$ cat config.mk
export PLATFORM = sky130hd
export DESIGN_NAME = skip_table_xor_instructions
export DESIGN_NICKNAME = d
export VERILOG_FILES = /design/src/rtl/skip_xor_pkg.sv /design/src/rtl/xor_zero_unit.sv /design/src/rtl/skip_table_xor_instructions.sv
export SDC_FILE = /design/constraint.sdc
export NUM_CORES = 1
export LEC_CHECK = 0
export ABC_AREA = 1
export ABC_CLOCK_PERIOD_IN_PS = 1700
export BUFFER_PORTS_ARGS = -buffer_cell sky130_fd_sc_hd__buf_4
export CORE_MARGIN = 4
export CORE_UTILIZATION = 45
export CTS_CLUSTER_SIZE = 8
export DETAILED_ROUTE_END_ITERATION = 8
export GPL_ROUTABILITY_DRIVEN = 0
export GPL_TIMING_DRIVEN = 0
export PLACE_DENSITY = 0.77
export REMOVE_ABC_BUFFERS = 1
export SYNTH_ARGS = -nofsm -noshare
export SYNTH_HDL_FRONTEND = slang
export SYNTH_HIERARCHICAL = 1
export SYNTH_SLANG_ARGS = --single-unit
export TNS_END_PERCENT = 5
$ cat constraint.sdc
create_clock -name clk -period 1.7 [get_ports clk]
set_input_delay 0.51 -clock clk [delete_from_list [all_inputs] [get_ports clk]]
set_output_delay 0.51 -clock clk [all_outputs]
set_load 0.01 [all_outputs]
$ cat src/rtl/skip_xor_pkg.sv
// Constants and encodings of the skip, table read and exclusive-OR execution unit
// Summary of operation
// - Byte skip: skip next instruction when addressed byte equals zero; flags kept.
// - Any taken skip inserts one dummy cycle, so skips take two cycles.
// - Copy-and-skip: load byte into accumulator, skip when it is zero.
// - Bit skip: skip next instruction when selected bit of byte is zero.
// - Current-page table read: low byte to memory, high byte to table high.
// - Last-page table read: same transfer using the last program page.
// - Memory xor: accumulator xor byte into accumulator, zero flag only.
// - Xor to memory: accumulator xor byte written back to that byte.
// - Immediate xor: accumulator xor immediate into accumulator, zero flag only.
package skip_xor_pkg;

    localparam int          DATA_W          = 8;
    localparam int          PROG_W          = 15;
    localparam int          PROG_ADDR_W     = 12;
    localparam int          DMEM_ADDR_W     = 7;
    localparam logic [7:0]  ACCUMULATOR_RESET = 8'h00;
    localparam logic [7:0]  TABLE_HIGH_RESET  = 8'h00;
    localparam logic [3:0]  LAST_PAGE       = 4'hf;

    typedef enum logic [3:0] {
        OP_NONE          = 4'h0,
        OP_SKIP_ZERO     = 4'h1,
        OP_COPY_SKIP     = 4'h2,
        OP_SKIP_BIT_ZERO = 4'h3,
        OP_TAB_CURRENT   = 4'h4,
        OP_TAB_LAST      = 4'h5,
        OP_XOR_ACC       = 4'h6,
        OP_XOR_MEM       = 4'h7,
        OP_XOR_IMM       = 4'h8
    } op_type;

    typedef enum logic [1:0] {
        ST_IDLE  = 2'b00,
        ST_TABLE = 2'b01,
        ST_DUMMY = 2'b10
    } state_type;

endpackage

$ cat src/rtl/xor_zero_unit.sv
// Bitwise exclusive-OR with zero detection
`timescale 1ns/100ps
module xor_zero_unit
    import skip_xor_pkg::*;
(
    input  wire logic [DATA_W-1:0] left,
    input  wire logic [DATA_W-1:0] right,
    output logic      [DATA_W-1:0] result,
    output logic                   is_zero
);
    always_comb begin
        result  = left ^ right;
        is_zero = ((left ^ right) == '0);
    end
endmodule

$ cat src/rtl/skip_table_xor_instructions.sv
// Execution of skip, table read and exclusive-OR instructions
`timescale 1ns/100ps
module skip_table_xor_instructions
    import skip_xor_pkg::*;
(
    input  wire logic                   clk,
    input  wire logic                   rst,
    input  wire logic                   op_valid,
    input  wire op_type                 op_code,
    input  wire logic [DMEM_ADDR_W-1:0] op_addr,
    input  wire logic [2:0]             op_bit,
    input  wire logic [DATA_W-1:0]      op_imm,
    input  wire logic [PROG_ADDR_W-1:0] pc,
    input  wire logic [DATA_W-1:0]      table_pointer,
    input  wire logic [DATA_W-1:0]      mem_rdata,
    input  wire logic [PROG_W-1:0]      prog_rdata,
    output logic      [DMEM_ADDR_W-1:0] mem_addr,
    output logic                        mem_we,
    output logic      [DATA_W-1:0]      mem_wdata,
    output logic      [PROG_ADDR_W-1:0] prog_addr,
    output logic                        prog_re,
    output logic      [DATA_W-1:0]      accumulator,
    output logic      [DATA_W-1:0]      table_high_byte_reg,
    output logic                        zero_flag,
    output logic                        skip_next,
    output logic                        busy
);

    // ------------------------------------------------------------------
    // State record and datapath
    // ------------------------------------------------------------------
    typedef struct packed {
        state_type                  state;
        logic [DATA_W-1:0]          accum;
        logic [DATA_W-1:0]          table_high;
        logic                       z;
        logic                       we;
        logic [DMEM_ADDR_W-1:0]     waddr;
        logic [DATA_W-1:0]          wdata;
        logic                       skip;
        logic [PROG_ADDR_W-1:0]     paddr;
        logic [DMEM_ADDR_W-1:0]     tdst;
    } core_type;

    core_type cur;
    core_type next_cur;

    logic [DATA_W-1:0] xor_right;
    logic [DATA_W-1:0] xor_result;
    logic              xor_zero;

    assign xor_right = (op_code == OP_XOR_IMM) ? op_imm : mem_rdata;

    xor_zero_unit u_xor (
        .left    (cur.accum),
        .right   (xor_right),
        .result  (xor_result),
        .is_zero (xor_zero)
    );

    // ------------------------------------------------------------------
    // Outputs
    // ------------------------------------------------------------------
    // Data memory address follows the instruction operand during its read cycle
    assign mem_addr            = cur.we ? cur.waddr : op_addr;
    assign mem_we              = cur.we;
    assign mem_wdata           = cur.wdata;
    assign prog_addr           = cur.paddr;
    assign prog_re             = (cur.state == ST_TABLE);
    assign accumulator         = cur.accum;
    assign table_high_byte_reg = cur.table_high;
    assign zero_flag           = cur.z;
    assign skip_next           = cur.skip;
    // Write cycle is busy too: the single memory port cannot read a new operand then
    assign busy                = (cur.state != ST_IDLE) || cur.we;

    // ------------------------------------------------------------------
    // Next-state logic
    // ------------------------------------------------------------------
    always_comb begin
        next_cur      = cur;
        next_cur.we   = 1'b0;
        next_cur.skip = 1'b0;
        case (cur.state)
            ST_IDLE: begin
                if (op_valid) begin
                    case (op_code)
                        OP_SKIP_ZERO: begin
                            if (mem_rdata == '0) begin
                                next_cur.skip  = 1'b1;
                                next_cur.state = ST_DUMMY;
                            end
                        end
                        OP_COPY_SKIP: begin
                            next_cur.accum = mem_rdata;
                            if (mem_rdata == '0) begin
                                next_cur.skip  = 1'b1;
                                next_cur.state = ST_DUMMY;
                            end
                        end
                        OP_SKIP_BIT_ZERO: begin
                            if (mem_rdata[op_bit] == 1'b0) begin
                                next_cur.skip  = 1'b1;
                                next_cur.state = ST_DUMMY;
                            end
                        end
                        OP_TAB_CURRENT: begin
                            next_cur.paddr = {pc[PROG_ADDR_W-1:DATA_W], table_pointer};
                            next_cur.tdst  = op_addr;
                            next_cur.state = ST_TABLE;
                        end
                        OP_TAB_LAST: begin
                            next_cur.paddr = {LAST_PAGE, table_pointer};
                            next_cur.tdst  = op_addr;
                            next_cur.state = ST_TABLE;
                        end
                        OP_XOR_ACC: begin
                            next_cur.accum = xor_result;
                            next_cur.z     = xor_zero;
                        end
                        OP_XOR_MEM: begin
                            next_cur.we    = 1'b1;
                            next_cur.waddr = op_addr;
                            next_cur.wdata = xor_result;
                            next_cur.z     = xor_zero;
                        end
                        OP_XOR_IMM: begin
                            next_cur.accum = xor_result;
                            next_cur.z     = xor_zero;
                        end
                        default: begin
                        end
                    endcase
                end
            end
            ST_TABLE: begin
                // Program word is read in the same cycle that the registered address is presented
                next_cur.we    = 1'b1;
                next_cur.waddr = cur.tdst;
                next_cur.wdata = prog_rdata[DATA_W-1:0];
                next_cur.table_high = {1'b0, prog_rdata[PROG_W-1:DATA_W]};
                next_cur.state = ST_IDLE;
            end
            ST_DUMMY: begin
                next_cur.state = ST_IDLE;
            end
            default: begin
                next_cur.state = ST_IDLE;
            end
        endcase
    end

    // ------------------------------------------------------------------
    // State register
    // ------------------------------------------------------------------
    always_ff @(posedge clk or posedge rst) begin
        if (rst) begin
            cur <= '{state: ST_IDLE, accum: ACCUMULATOR_RESET,
                     table_high: TABLE_HIGH_RESET, z: 1'b0,
                     we: 1'b0, waddr: '0, wdata: '0, skip: 1'b0, paddr: '0,
                     tdst: '0};
        end else begin
            cur <= next_cur;
        end
    end

    // ------------------------------------------------------------------
    // Assertions
    // ------------------------------------------------------------------
    // Skip comes with one busy cycle, and busy drops on the next cycle
    a_skip_dummy: assert property (@(posedge clk) disable iff (rst)
        skip_next |-> busy ##1 !busy) else $error("skip without single dummy cycle");

    a_byte_skip: assert property (@(posedge clk) disable iff (rst)
        (!busy && op_valid && op_code == OP_SKIP_ZERO && mem_rdata == 8'h00) |=> skip_next)
        else $error("zero byte did not skip");

    a_byte_noskip: assert property (@(posedge clk) disable iff (rst)
        (!busy && op_valid && op_code == OP_SKIP_ZERO && mem_rdata != 8'h00) |=> !skip_next)
        else $error("nonzero byte skipped");

    a_copy_accum: assert property (@(posedge clk) disable iff (rst)
        (!busy && op_valid && op_code == OP_COPY_SKIP) |=>
        (accumulator == $past(mem_rdata) && skip_next == ($past(mem_rdata) == 8'h00)))
        else $error("copy and skip wrong");

    a_bit_skip: assert property (@(posedge clk) disable iff (rst)
        (!busy && op_valid && op_code == OP_SKIP_BIT_ZERO) |=>
        (skip_next == !$past(mem_rdata[op_bit]))) else $error("bit skip wrong");

    a_tab_write: assert property (@(posedge clk) disable iff (rst)
        (!busy && op_valid && (op_code == OP_TAB_CURRENT || op_code == OP_TAB_LAST))
        |=> prog_re ##1 (mem_we && mem_addr == $past(op_addr, 2)))
        else $error("table read did not store");

    a_tab_last: assert property (@(posedge clk) disable iff (rst)
        (!busy && op_valid && op_code == OP_TAB_LAST) |=>
        (prog_addr == {LAST_PAGE, $past(table_pointer)}))
        else $error("last page address wrong");

    a_xor_accum: assert property (@(posedge clk) disable iff (rst)
        (!busy && op_valid && op_code == OP_XOR_ACC) |=>
        (accumulator == ($past(accumulator) ^ $past(mem_rdata))))
        else $error("xor accumulator wrong");

    a_xor_mem: assert property (@(posedge clk) disable iff (rst)
        (!busy && op_valid && op_code == OP_XOR_MEM) |=>
        (mem_we && mem_wdata == ($past(accumulator) ^ $past(mem_rdata)) && $stable(accumulator)))
        else $error("xor to memory wrong");

    a_xor_zero: assert property (@(posedge clk) disable iff (rst)
        (!busy && op_valid && op_code == OP_XOR_IMM) |=>
        (zero_flag == (($past(accumulator) ^ $past(op_imm)) == 8'h00)))
        else $error("zero flag wrong");

endmodule

==> impl_metrics.toml, run 1 <==
[status]
status = "completed"

[synth]
ys_seq_area_share_pct = 43.4
syn_area_um2 = 3110
yosysTopAreaCellShare_pct = 43.4
synth_seq_cells = 54
netlist_top_cells_area = "dfrtp_1, nand2_1, buf_4, inv_1, nand3_1"
yosys.cell_types.count = 22
synth_area_per_cell_um2 = 7.24
yosys.area.top_type = "dfrtp_1"
netlist_instances = 430
yosys_warnings = 6

[pwr]
ir_worst_vdd_uv = 405
switching_share_pct = 33.1
clockPowerShare_pct = 19.8
p_sw_uw = 1190
p_comb_share_pct = 32.1
p_per_area_nw_per_um2 = 908
power.leakage_uw = 0.00213
pwr-share-seq_pct = 48.2
p_total_uw = 3580
p_int_uw = 2400

[cts]
cts_inserted_buffers = 5
tritoncts = "done"
cts_root_buf = "clkbuf_8"
clk_path_buf_depth = 2
ctsHtreeMaxLevel = 2
clkSinkCount = 54
ctsHoldBuffers = 0
path_clk_slew_ns = 0.10
clk_latency_ns = 0.31

[layout]
top_register = "cur"
largest_reg_flops = 16
drive_gt1_share_pct = 32.5
layout.nets = 578
area.growth.synth_to_final_pct = 26.8
diodes = 0
fillers = 647

[setup_path]
worst-setup-path-type = "flop to output pin"
crit_path_end_kind = "output pin"
crit_required_ns = 1.19
cp_data_arrival_time_ns = 1.18
worst-path-max-fanout = 16
critPathLaunchType = "flop"

[flow_run]
maxCapViolCount = 0

[detailed_routing]
met3_length_um = 480
drcViolationCount = 0
wl_met1_um = 3230
wl_um = 7870
highest_layer = "met4"
avgRoutedWirePerCell_um = 13.3
drt-initial-drc-count = 129
route.met2.wl_um = 3990
antenna_left = 0
vias = 2919
viasPerCell = 4.94
firstDrtPassIters = 4

[die]
die_y_um = 91.2
die_area_um2 = 8310
io_pins = 116
start_util_pct = 46.1
fp.coreArea_um2 = 6760
rows = 30
die_w_um = 91.2

[timing]
setup_viol = 0
max_freq_ghz = 0.593
final-hold-violation-count = 0
tns_ns = 0
finalWorstSetupSlack_ns = 0.0132
finalCriticalPeriod_ns = 1.69
fin_skew_ns = 0.0109
period_share_pct = 99.2
slew_violations = 0
rsz0062_at_grt = "true"

[grt]
grt_max_degree = 40
grt_pass1_wl_um = 12300
gr-total-overflow = 0
grt_use_total_pct = 18.1
grt_pass1_vias = 2711
antenna_found_initial = 0

[placed_design]
io_buffer_count = 106
place_ws_ns = -0.345
hpwl_um = 5650

[min_path]
hold_path_class = "primary input to async pin"
layer usage:
| metal | up-vias | global-route usage (%) |
|---|---|---|
| met3 | 17 | 3.73 |
| met2 | 93 | 32.1 |
| li1 | 1463 | - |
| met5 | - | 0 |
| met4 | 0 | 6.53 |
| met1 | 1346 | 21.7 |
critical path, cell delays in order, from the launching register on:
cell,delay (ns)
dfrtp_2,0.51
o21ai_0,0.21
buf_4,0.15
power by group through the flow:
stage / Combinational, µW / Clock, µW / Sequential, µW
2_1_floorplan: 465 / 0 / 1810
3_3_place_gp: 1080 / 0 / 1730
3_5_place_dp: 1120 / 0 / 1750
4_1_cts: 1130 / 740 / 1730
5_1_grt: 1280 / 787 / 1760
6_report: 1150 / 709 / 1730
final cells by class:
cell class | count | area [µm²] | share of cell area [%]
timing repair inverter | 1 | 5.00 | 0.127
inverter | 45 | 185 | 4.69
timing repair buffer | 116 | 883 | 22.4
clock buffer | 6 | 72.6 | 1.84
clock inverter | 2 | 13.8 | 0.349
tap | 80 | 100 | 2.54
sequential | 54 | 1350 | 34.3
multi-input combinational | 287 | 1330 | 33.8
synthesized netlist by cell type:
| library cell | n |
|---|---|
| nor2_8 | 1 |
| dfrtp_1 | 54 |
| nand2_2 | 8 |
| buf_6 | 2 |
| nor2_2 | 6 |
| nand3_2 | 1 |
| nand2_1 | 163 |
| conb_1 | 1 |
| inv_1 | 37 |
| nand2_4 | 1 |
| o21ai_0 | 14 |
| nand3_1 | 26 |
| buf_2 | 5 |
| buf_4 | 36 |
| clkbuf_1 | 3 |
| a21oi_1 | 13 |
| inv_2 | 8 |
| nor2_4 | 1 |
| nor2_1 | 33 |
| nand4_4 | 1 |
| o21ai_1 | 9 |
| o211ai_1 | 7 |
cells in the final DEF (no fill, tap or decap), types with 2 or more instances in the layout:
| master | instances |
|---|---|
| a21oi_1 | 9 |
| a21oi_2 | 4 |
| buf_4 | 115 |
| clkbuf_8 | 5 |
| clkinvlp_4 | 3 |
| dfrtp_1 | 53 |
| inv_1 | 32 |
| inv_2 | 8 |
| inv_4 | 2 |
| nand2_1 | 161 |
| nand2_2 | 9 |
| nand2_4 | 2 |
| nand3_1 | 26 |
| nand4_4 | 3 |
| nor2_1 | 32 |
| nor2_2 | 7 |
| o211ai_1 | 7 |
| o21ai_0 | 12 |
| o21ai_1 | 11 |
path summary, 6_finish.rpt:
kind	cells past startpoint	to	slack [ns]	start
max	2	mem_addr[0]	0.01	mem_we
min	2	prog_addr[2]	0.17	rst
max reg2reg	7	accumulator[6]	0.17	cur[53]
min reg2reg	2	prog_addr[4]	0.48	prog_addr[4]
max in group asynchronous	3	mem_we	1.00	rst
min in group clk	3	table_high_byte_reg[0]	0.39	prog_rdata[8]
through the flow:
| stage | std cells | cell area, µm² | utilization, % | hold WS [ns] |
|---|---|---|---|---|
| detailed placement | 571 | 3700 | 54.8 | 0.463 |
| floorplan | 384 | 2780 | - | 0.459 |
| global placement | 570 | 3680 | 54.5 | 0.458 |
| finish | 591 | 3950 | 58.4 | 0.169 |
| global route | 591 | 3950 | 58.4 | 0.181 |
| CTS | 581 | 3810 | 56.4 | 0.172 |
cells by family (layout without fill, tap and decap cells):
family / count (synthesis) / in the layout / synth area share [%]
flops: 54 / 54 / 43.4
simple gates: 241 / 243 / 33.0
buf+inv: 91 / 170 / 16.0
compound gates: 43 / 43 / 7.48
other cells: 1 / 1 / 0.120
timing repair:
item	CTS	global route
setup endpoints to repair	11	43
resized for setup	8	11
buffers inserted	1	8
gates cloned	1	2
pin swaps	1	3
Power figures use the tool's default switching activity.
==> run 2: changes to the inputs <==
--- a/config.mk
+++ b/config.mk
@@ -8,8 +8,10 @@
 export ABC_AREA = 1
 export ABC_CLOCK_PERIOD_IN_PS = 1700
 export BUFFER_PORTS_ARGS = -buffer_cell sky130_fd_sc_hd__buf_4
+export CAP_MARGIN = 10
 export CORE_MARGIN = 4
 export CORE_UTILIZATION = 45
+export CTS_BUF_LIST = sky130_fd_sc_hd__clkbuf_8
 export CTS_CLUSTER_SIZE = 8
 export DETAILED_ROUTE_END_ITERATION = 8
 export GPL_ROUTABILITY_DRIVEN = 0
==> run 2 against run 1 <==
Net effect:
- combinational power barely moved
- critical path depth unchanged
- sequential cell count unchanged
- sequential power is essentially flat
- maximum frequency is essentially flat
- utilization stayed put
- final area unchanged
- setup slack is essentially flat
- critical endpoint unchanged
==> impl_metrics.toml, run 2 (synthesis gave the netlist of run 1 again) <==
[die]
io_pins = 116
start_util_pct = 46.1
fp.coreArea_um2 = 6760
die_area_um2 = 8310
die_y_um = 91.2
rows = 30
die_w_um = 91.2

[grt]
grt_pass1_wl_um = 12300
use_met1_pct = 21.7
gr-total-overflow = 0
grt_pass1_vias = 2711
grt_max_degree = 40
antenna_found_initial = 0
grt_use_total_pct = 18.1
grt_util_met2_pct = 32.1
grt_most_used_layer = "met2"
use_met3_pct = 3.73

[timing]
slew_violations = 0
period_share_pct = 99.2
fin_skew_ns = 0.0109
finalCriticalPeriod_ns = 1.69
rsz0062_at_grt = "true"
final-hold-violation-count = 0
max_freq_ghz = 0.593
finalWorstSetupSlack_ns = 0.0132
setup_viol = 0
holdWs_ns = 0.169

[setup_path]
crit_path_end_kind = "output pin"
critPathLaunchType = "flop"
worst-path-max-fanout = 16
cp_top_family = "flip-flops"
cp_data_arrival_time_ns = 1.18
worst-setup-path-type = "flop to output pin"
crit_required_ns = 1.19
worst_path_max_delay_cell = "dfrtp_2"
crit_buf_inv = 1
worst_path_largest_cell_delay_ns = 0.51
cp_cell_sequence = "o21ai_0, buf_4"

[pwr]
p_comb_share_pct = 32.1
p_per_area_nw_per_um2 = 906
clockPowerShare_pct = 19.6
pwr-share-seq_pct = 48.3
switching_share_pct = 33.2
p_int_uw = 2390
ir_worst_vdd_uv = 404
p_sw_uw = 1190
power.leakage_uw = 0.00214

[cts]
clk_path_buf_depth = 2
cts_inserted_buffers = 5
clk_latency_ns = 0.31
clkSinkCount = 54
cts_root_buf = "clkbuf_8"
ctsHoldBuffers = 0
path_clk_slew_ns = 0.10
tritoncts = "done"
ctsHtreeMaxLevel = 2

[detailed_routing]
drcViolationCount = 0
viasPerCell = 4.94
wl_um = 7860
firstDrtPassIters = 4
drt-initial-drc-count = 131
vias = 2919
antenna_left = 0
avgRoutedWirePerCell_um = 13.3

[placed_design]
place_ws_ns = -0.345
io_buffer_count = 106
hpwl_um = 5650

[layout]
layout.nets = 578
mostFrequentLayoutCells = "nand2_1, buf_4, dfrtp_1"
diodes = 0
final_common_cell = "nand2_1"
fillers = 647
drive_gt1_share_pct = 32.5
area.growth.synth_to_final_pct = 26.8
top_register = "cur"
largest_reg_flops = 16

[status]
status = "completed"

[flow_run]
maxCapViolCount = 0

[min_path]
hold_path_class = "primary input to async pin"
==> run 2: cell count changes in the layout (fill, tap and decap cells not counted), sizes merged <==
| cell | change |
|---|---|
| inv | +1 |
| clkbuf | -1 |
==> run 2: layout make-up <==
| class | count | area, µm² | area share, % |
|---|---|---|---|
| Timing Repair Buffer | 116 | 883 | 22.4 |
| Timing Repair inverter | 1 | 5.00 | 0.127 |
| Clock inverter | 3 | 17.5 | 0.444 |
| Sequential cell | 54 | 1350 | 34.3 |
| Clock buffer | 5 | 68.8 | 1.74 |
| Multi-Input combinational cell | 287 | 1330 | 33.8 |
| Inverter | 45 | 185 | 4.69 |
| Tap cell | 80 | 100 | 2.54 |
==> run 2: worst register-to-register path: cells and delay by family, from the launching register on <==
kind / cells / cell delay (ns)
AND/OR/NAND/NOR: 5 / 0.70
flip-flops: 1 / 0.41
buffers and inverters: 2 / 0.35
==> run 2: repair_timing <==
| action | 4_1_cts | 5_1_grt |
|---|---|---|
| setup endpoints to repair | 11 | 43 |
| gates cloned | 1 | 2 |
| resized for setup | 8 | 11 |
| pin swaps | 1 | 3 |
| setup buffers | 1 | 8 |
==> run 2: final timing paths <==
kind	endpoint	slack (ns)	start	depth (start not counted)
min in group clk	table_high_byte_reg[0]	0.40	prog_rdata[8]	3
max in group asynchronous	mem_we	1.00	rst	3
max reg2reg	accumulator[6]	0.17	cur[53]	7
max	mem_addr[0]	0.01	mem_we	2
min reg2reg	prog_addr[4]	0.48	prog_addr[4]	2
min	prog_addr[2]	0.17	rst	2
==> run 2: per-stage QoR <==
step	power (µW)	util, %	instance area (µm²)	std cells	setup TNS, ns
floorplan	2280	-	2780	384	-6.73
global placement	2820	54.5	3680	570	-49.93
detailed placement	2870	54.8	3700	571	-5.75
CTS	3590	56.4	3810	581	0
global route	3820	58.4	3950	591	-0.519
finish	3570	58.4	3950	591	0
==> run 2: power by group through the flow <==
stage	Sequential (µW)	Combinational [µW]	Clock (µW)
2_1_floorplan	1810	465	0
3_3_place_gp	1730	1080	0
3_5_place_dp	1750	1120	0
4_1_cts	1730	1130	735
5_1_grt	1760	1280	781
6_report	1730	1150	700
==> run 2: metal layers <==
layer	vias to the layer above	part of all wire, %
met5	-	0
met4	0	2.1
met3	17	6.1
met2	93	51
met1	1346	41
li1	1463	-
==> run 3: changes to the inputs <==
--- a/config.mk
+++ b/config.mk
@@ -5,7 +5,6 @@
 export SDC_FILE = /design/constraint.sdc
 export NUM_CORES = 1
 export LEC_CHECK = 0
-export ABC_AREA = 1
 export ABC_CLOCK_PERIOD_IN_PS = 1700
 export BUFFER_PORTS_ARGS = -buffer_cell sky130_fd_sc_hd__buf_4
 export CAP_MARGIN = 10
==> run 3 against run 2 <==
Net effect:
- the flow now finishes with violations (setup timing)
- wire length down 0.89%
- sequential cell count unchanged
- register-to-register slack worse by 0.50 ns
- largest cell class is now multi-input gates
- clock skew up 0.0015 ns
- largest power group unchanged
- synthesized cell count down 37%
==> impl_metrics.toml, run 3 <==
[status]
status = "complete, but fails checks"
violations = "setup timing"

[timing]
setup_viol = 45
max_freq_ghz = 0.458
fin_skew_ns = 0.0123
final-hold-violation-count = 0
tns_ns = -9.90
finalWorstSetupSlack_ns = -0.481
slew_violations = 0
finalCriticalPeriod_ns = 2.18
rsz0062_at_grt = "true"
period_share_pct = 128

[detailed_routing]
drt-initial-drc-count = 112
route.met2.wl_um = 3910
firstDrtPassIters = 4
antenna_left = 0
drcViolationCount = 0
wl_met1_um = 3190
met3_length_um = 595
avgRoutedWirePerCell_um = 18.2
viasPerCell = 5.45
highest_layer = "met4"
vias = 2338
wl_um = 7790

[cts]
clkSinkCount = 54
cts_root_buf = "clkbuf_8"
tritoncts = "done"
clk_path_buf_depth = 2
cts_inserted_buffers = 5
path_clk_slew_ns = 0.11
clk_latency_ns = 0.31
ctsHtreeMaxLevel = 2

[die]
die_w_um = 90.5
die_area_um2 = 8190
start_util_pct = 47.1
fp.coreArea_um2 = 6490
io_pins = 116
die_y_um = 90.5
rows = 29

[pwr]
p_per_area_nw_per_um2 = 914
power.leakage_uw = 0.00191
ir_worst_vdd_uv = 422

[layout]
fillers = 516
top_register = "cur"
diodes = 0
final_util_pct = 63.8
largest_reg_flops = 16
fin_area_um2 = 4150
drive_gt1_share_pct = 55.4
area.growth.synth_to_final_pct = 35.4
layout.nets = 419
mostFrequentLayoutCells = "buf_4, dfrtp_1, mux2_4"
final_common_cell = "buf_4"

[setup_path]
crit_path_end_kind = "flop"
worst-setup-path-type = "primary input to flop"
reg2reg_depth = 3
crit_required_ns = 1.90
cp_data_arrival_time_ns = 2.38
critPathLaunchType = "primary input"
worst-path-max-fanout = 8

[grt]
grt_pass1_wl_um = 12600
grt_use_total_pct = 18.9
antenna_found_initial = 0
grt_pass1_vias = 2433
grt_max_degree = 36
gr-total-overflow = 0

[synth]
syn_area_um2 = 3060
synth_most_common_cell = "dfrtp_1"
yosysTopAreaCellShare_pct = 44.1
netlist_top_cells_area = "dfrtp_1, mux2_2, buf_4, mux2_4, o31a_1"
yosys.area.top_type = "dfrtp_1"
yosys-top-cells-count = "dfrtp_1, buf_4, mux2_2, nand2_1, nand2b_1"
async_flop_share_pct = 100
ys.flop_type = "dfrtp_1"
yosys_warnings = 6
netlist_instances = 272
yosys.cell_types.count = 36
synth_edf_count = 0
synth_area_per_cell_um2 = 11.3
synth_seq_cells = 54
ys_seq_area_share_pct = 44.1

[placed_design]
io_buffer_count = 106
hpwl_um = 5090
place_ws_ns = -1.46
placed_cell_area_um2 = 3620

[min_path]
hold_path_class = "primary input to async pin"

[flow_run]
maxCapViolCount = 0
-- run 3: cell count changes after synthesis, moves of 12 or more --
cell | previous run | this run
a21oi_1 | 13 | 1
nand2_1 | 163 | 16
o31a_1 | 0 | 15
nand3_1 | 26 | 1
nand2b_1 | 0 | 16
nor2_1 | 33 | 8
o22a_1 | 0 | 14
mux2_2 | 0 | 28
inv_1 | 37 | 6
-- run 3: cell type report --
| type | instances | area [µm²] | area share (%) |
|---|---|---|---|
| sequential | 54 | 1360 | 32.8 |
| multi-input combinational | 162 | 1570 | 37.9 |
| timing repair buffer | 122 | 991 | 23.9 |
| clock inverter | 1 | 8.76 | 0.211 |
| clock buffer | 7 | 96.3 | 2.32 |
| tap | 77 | 96.3 | 2.32 |
| inverter | 6 | 22.5 | 0.543 |
-- run 3: cells by family after synthesis --
kind of cell / synth area share [%]
buf+inv: 12.6
simple gates: 9.93
flops: 44.1
compound gates: 11.8
mux: 18.8
xor+xnor: 2.29
fa+ha+maj: 0.327
other cells: 0.122
-- run 3: metrics by stage --
| step | cells | hold slack, ns | total power (µW) |
|---|---|---|---|
| 2_1_floorplan | 220 | 0.450 | 2250 |
| 3_3_place_gp | 403 | 0.464 | 2780 |
| 3_5_place_dp | 405 | 0.471 | 2830 |
| 4_1_cts | 428 | 0.212 | 3780 |
| 5_1_grt | 429 | 0.226 | 4000 |
| 6_report | 429 | 0.195 | 3790 |
-- run 3: worst paths after layout --
path	start	end	slack, ns
worst max-delay path	op_code[1]	zero_flag	-0.48
worst min-delay path	rst	prog_addr[5]	0.20
worst max register to register	cur[53]	cur[5]	-0.33
worst min register to register	prog_addr[9]	prog_addr[9]	0.50
max in group asynchronous	rst	cur[53]	0.93
min in group clk	table_pointer[7]	prog_addr[7]	0.42
-- run 3: metal layers --
metal	track usage, %	vias up
li1	-	1076
met1	23.8	1163
met2	32.4	90
met3	5.50	9
met4	3.83	0
met5	0	-
-- run 3: timing repair --
action                     4_1_cts  5_1_grt
pin swaps                       20        6
cloned                           2        0
buffers inserted                13        1
setup endpoints to repair       63       52
gates resized for setup         56       15
hold buffers                     0        0
-- run 3: power by group --
part	internal [µW]	switching (µW)
combinational	733	498
clock	375	437
sequential	1550	199
total	2650	1130
-- run 3: critical path: stages --
cell,delay [ns]
buf_12,0.10
or3b_4,0.40
nor2_4,0.12
buf_12,0.15
buf_6,0.10
mux2_4,0.31
xor2_4,0.18
nor4_2,0.06
and2_1,0.19
mux2_4,0.26
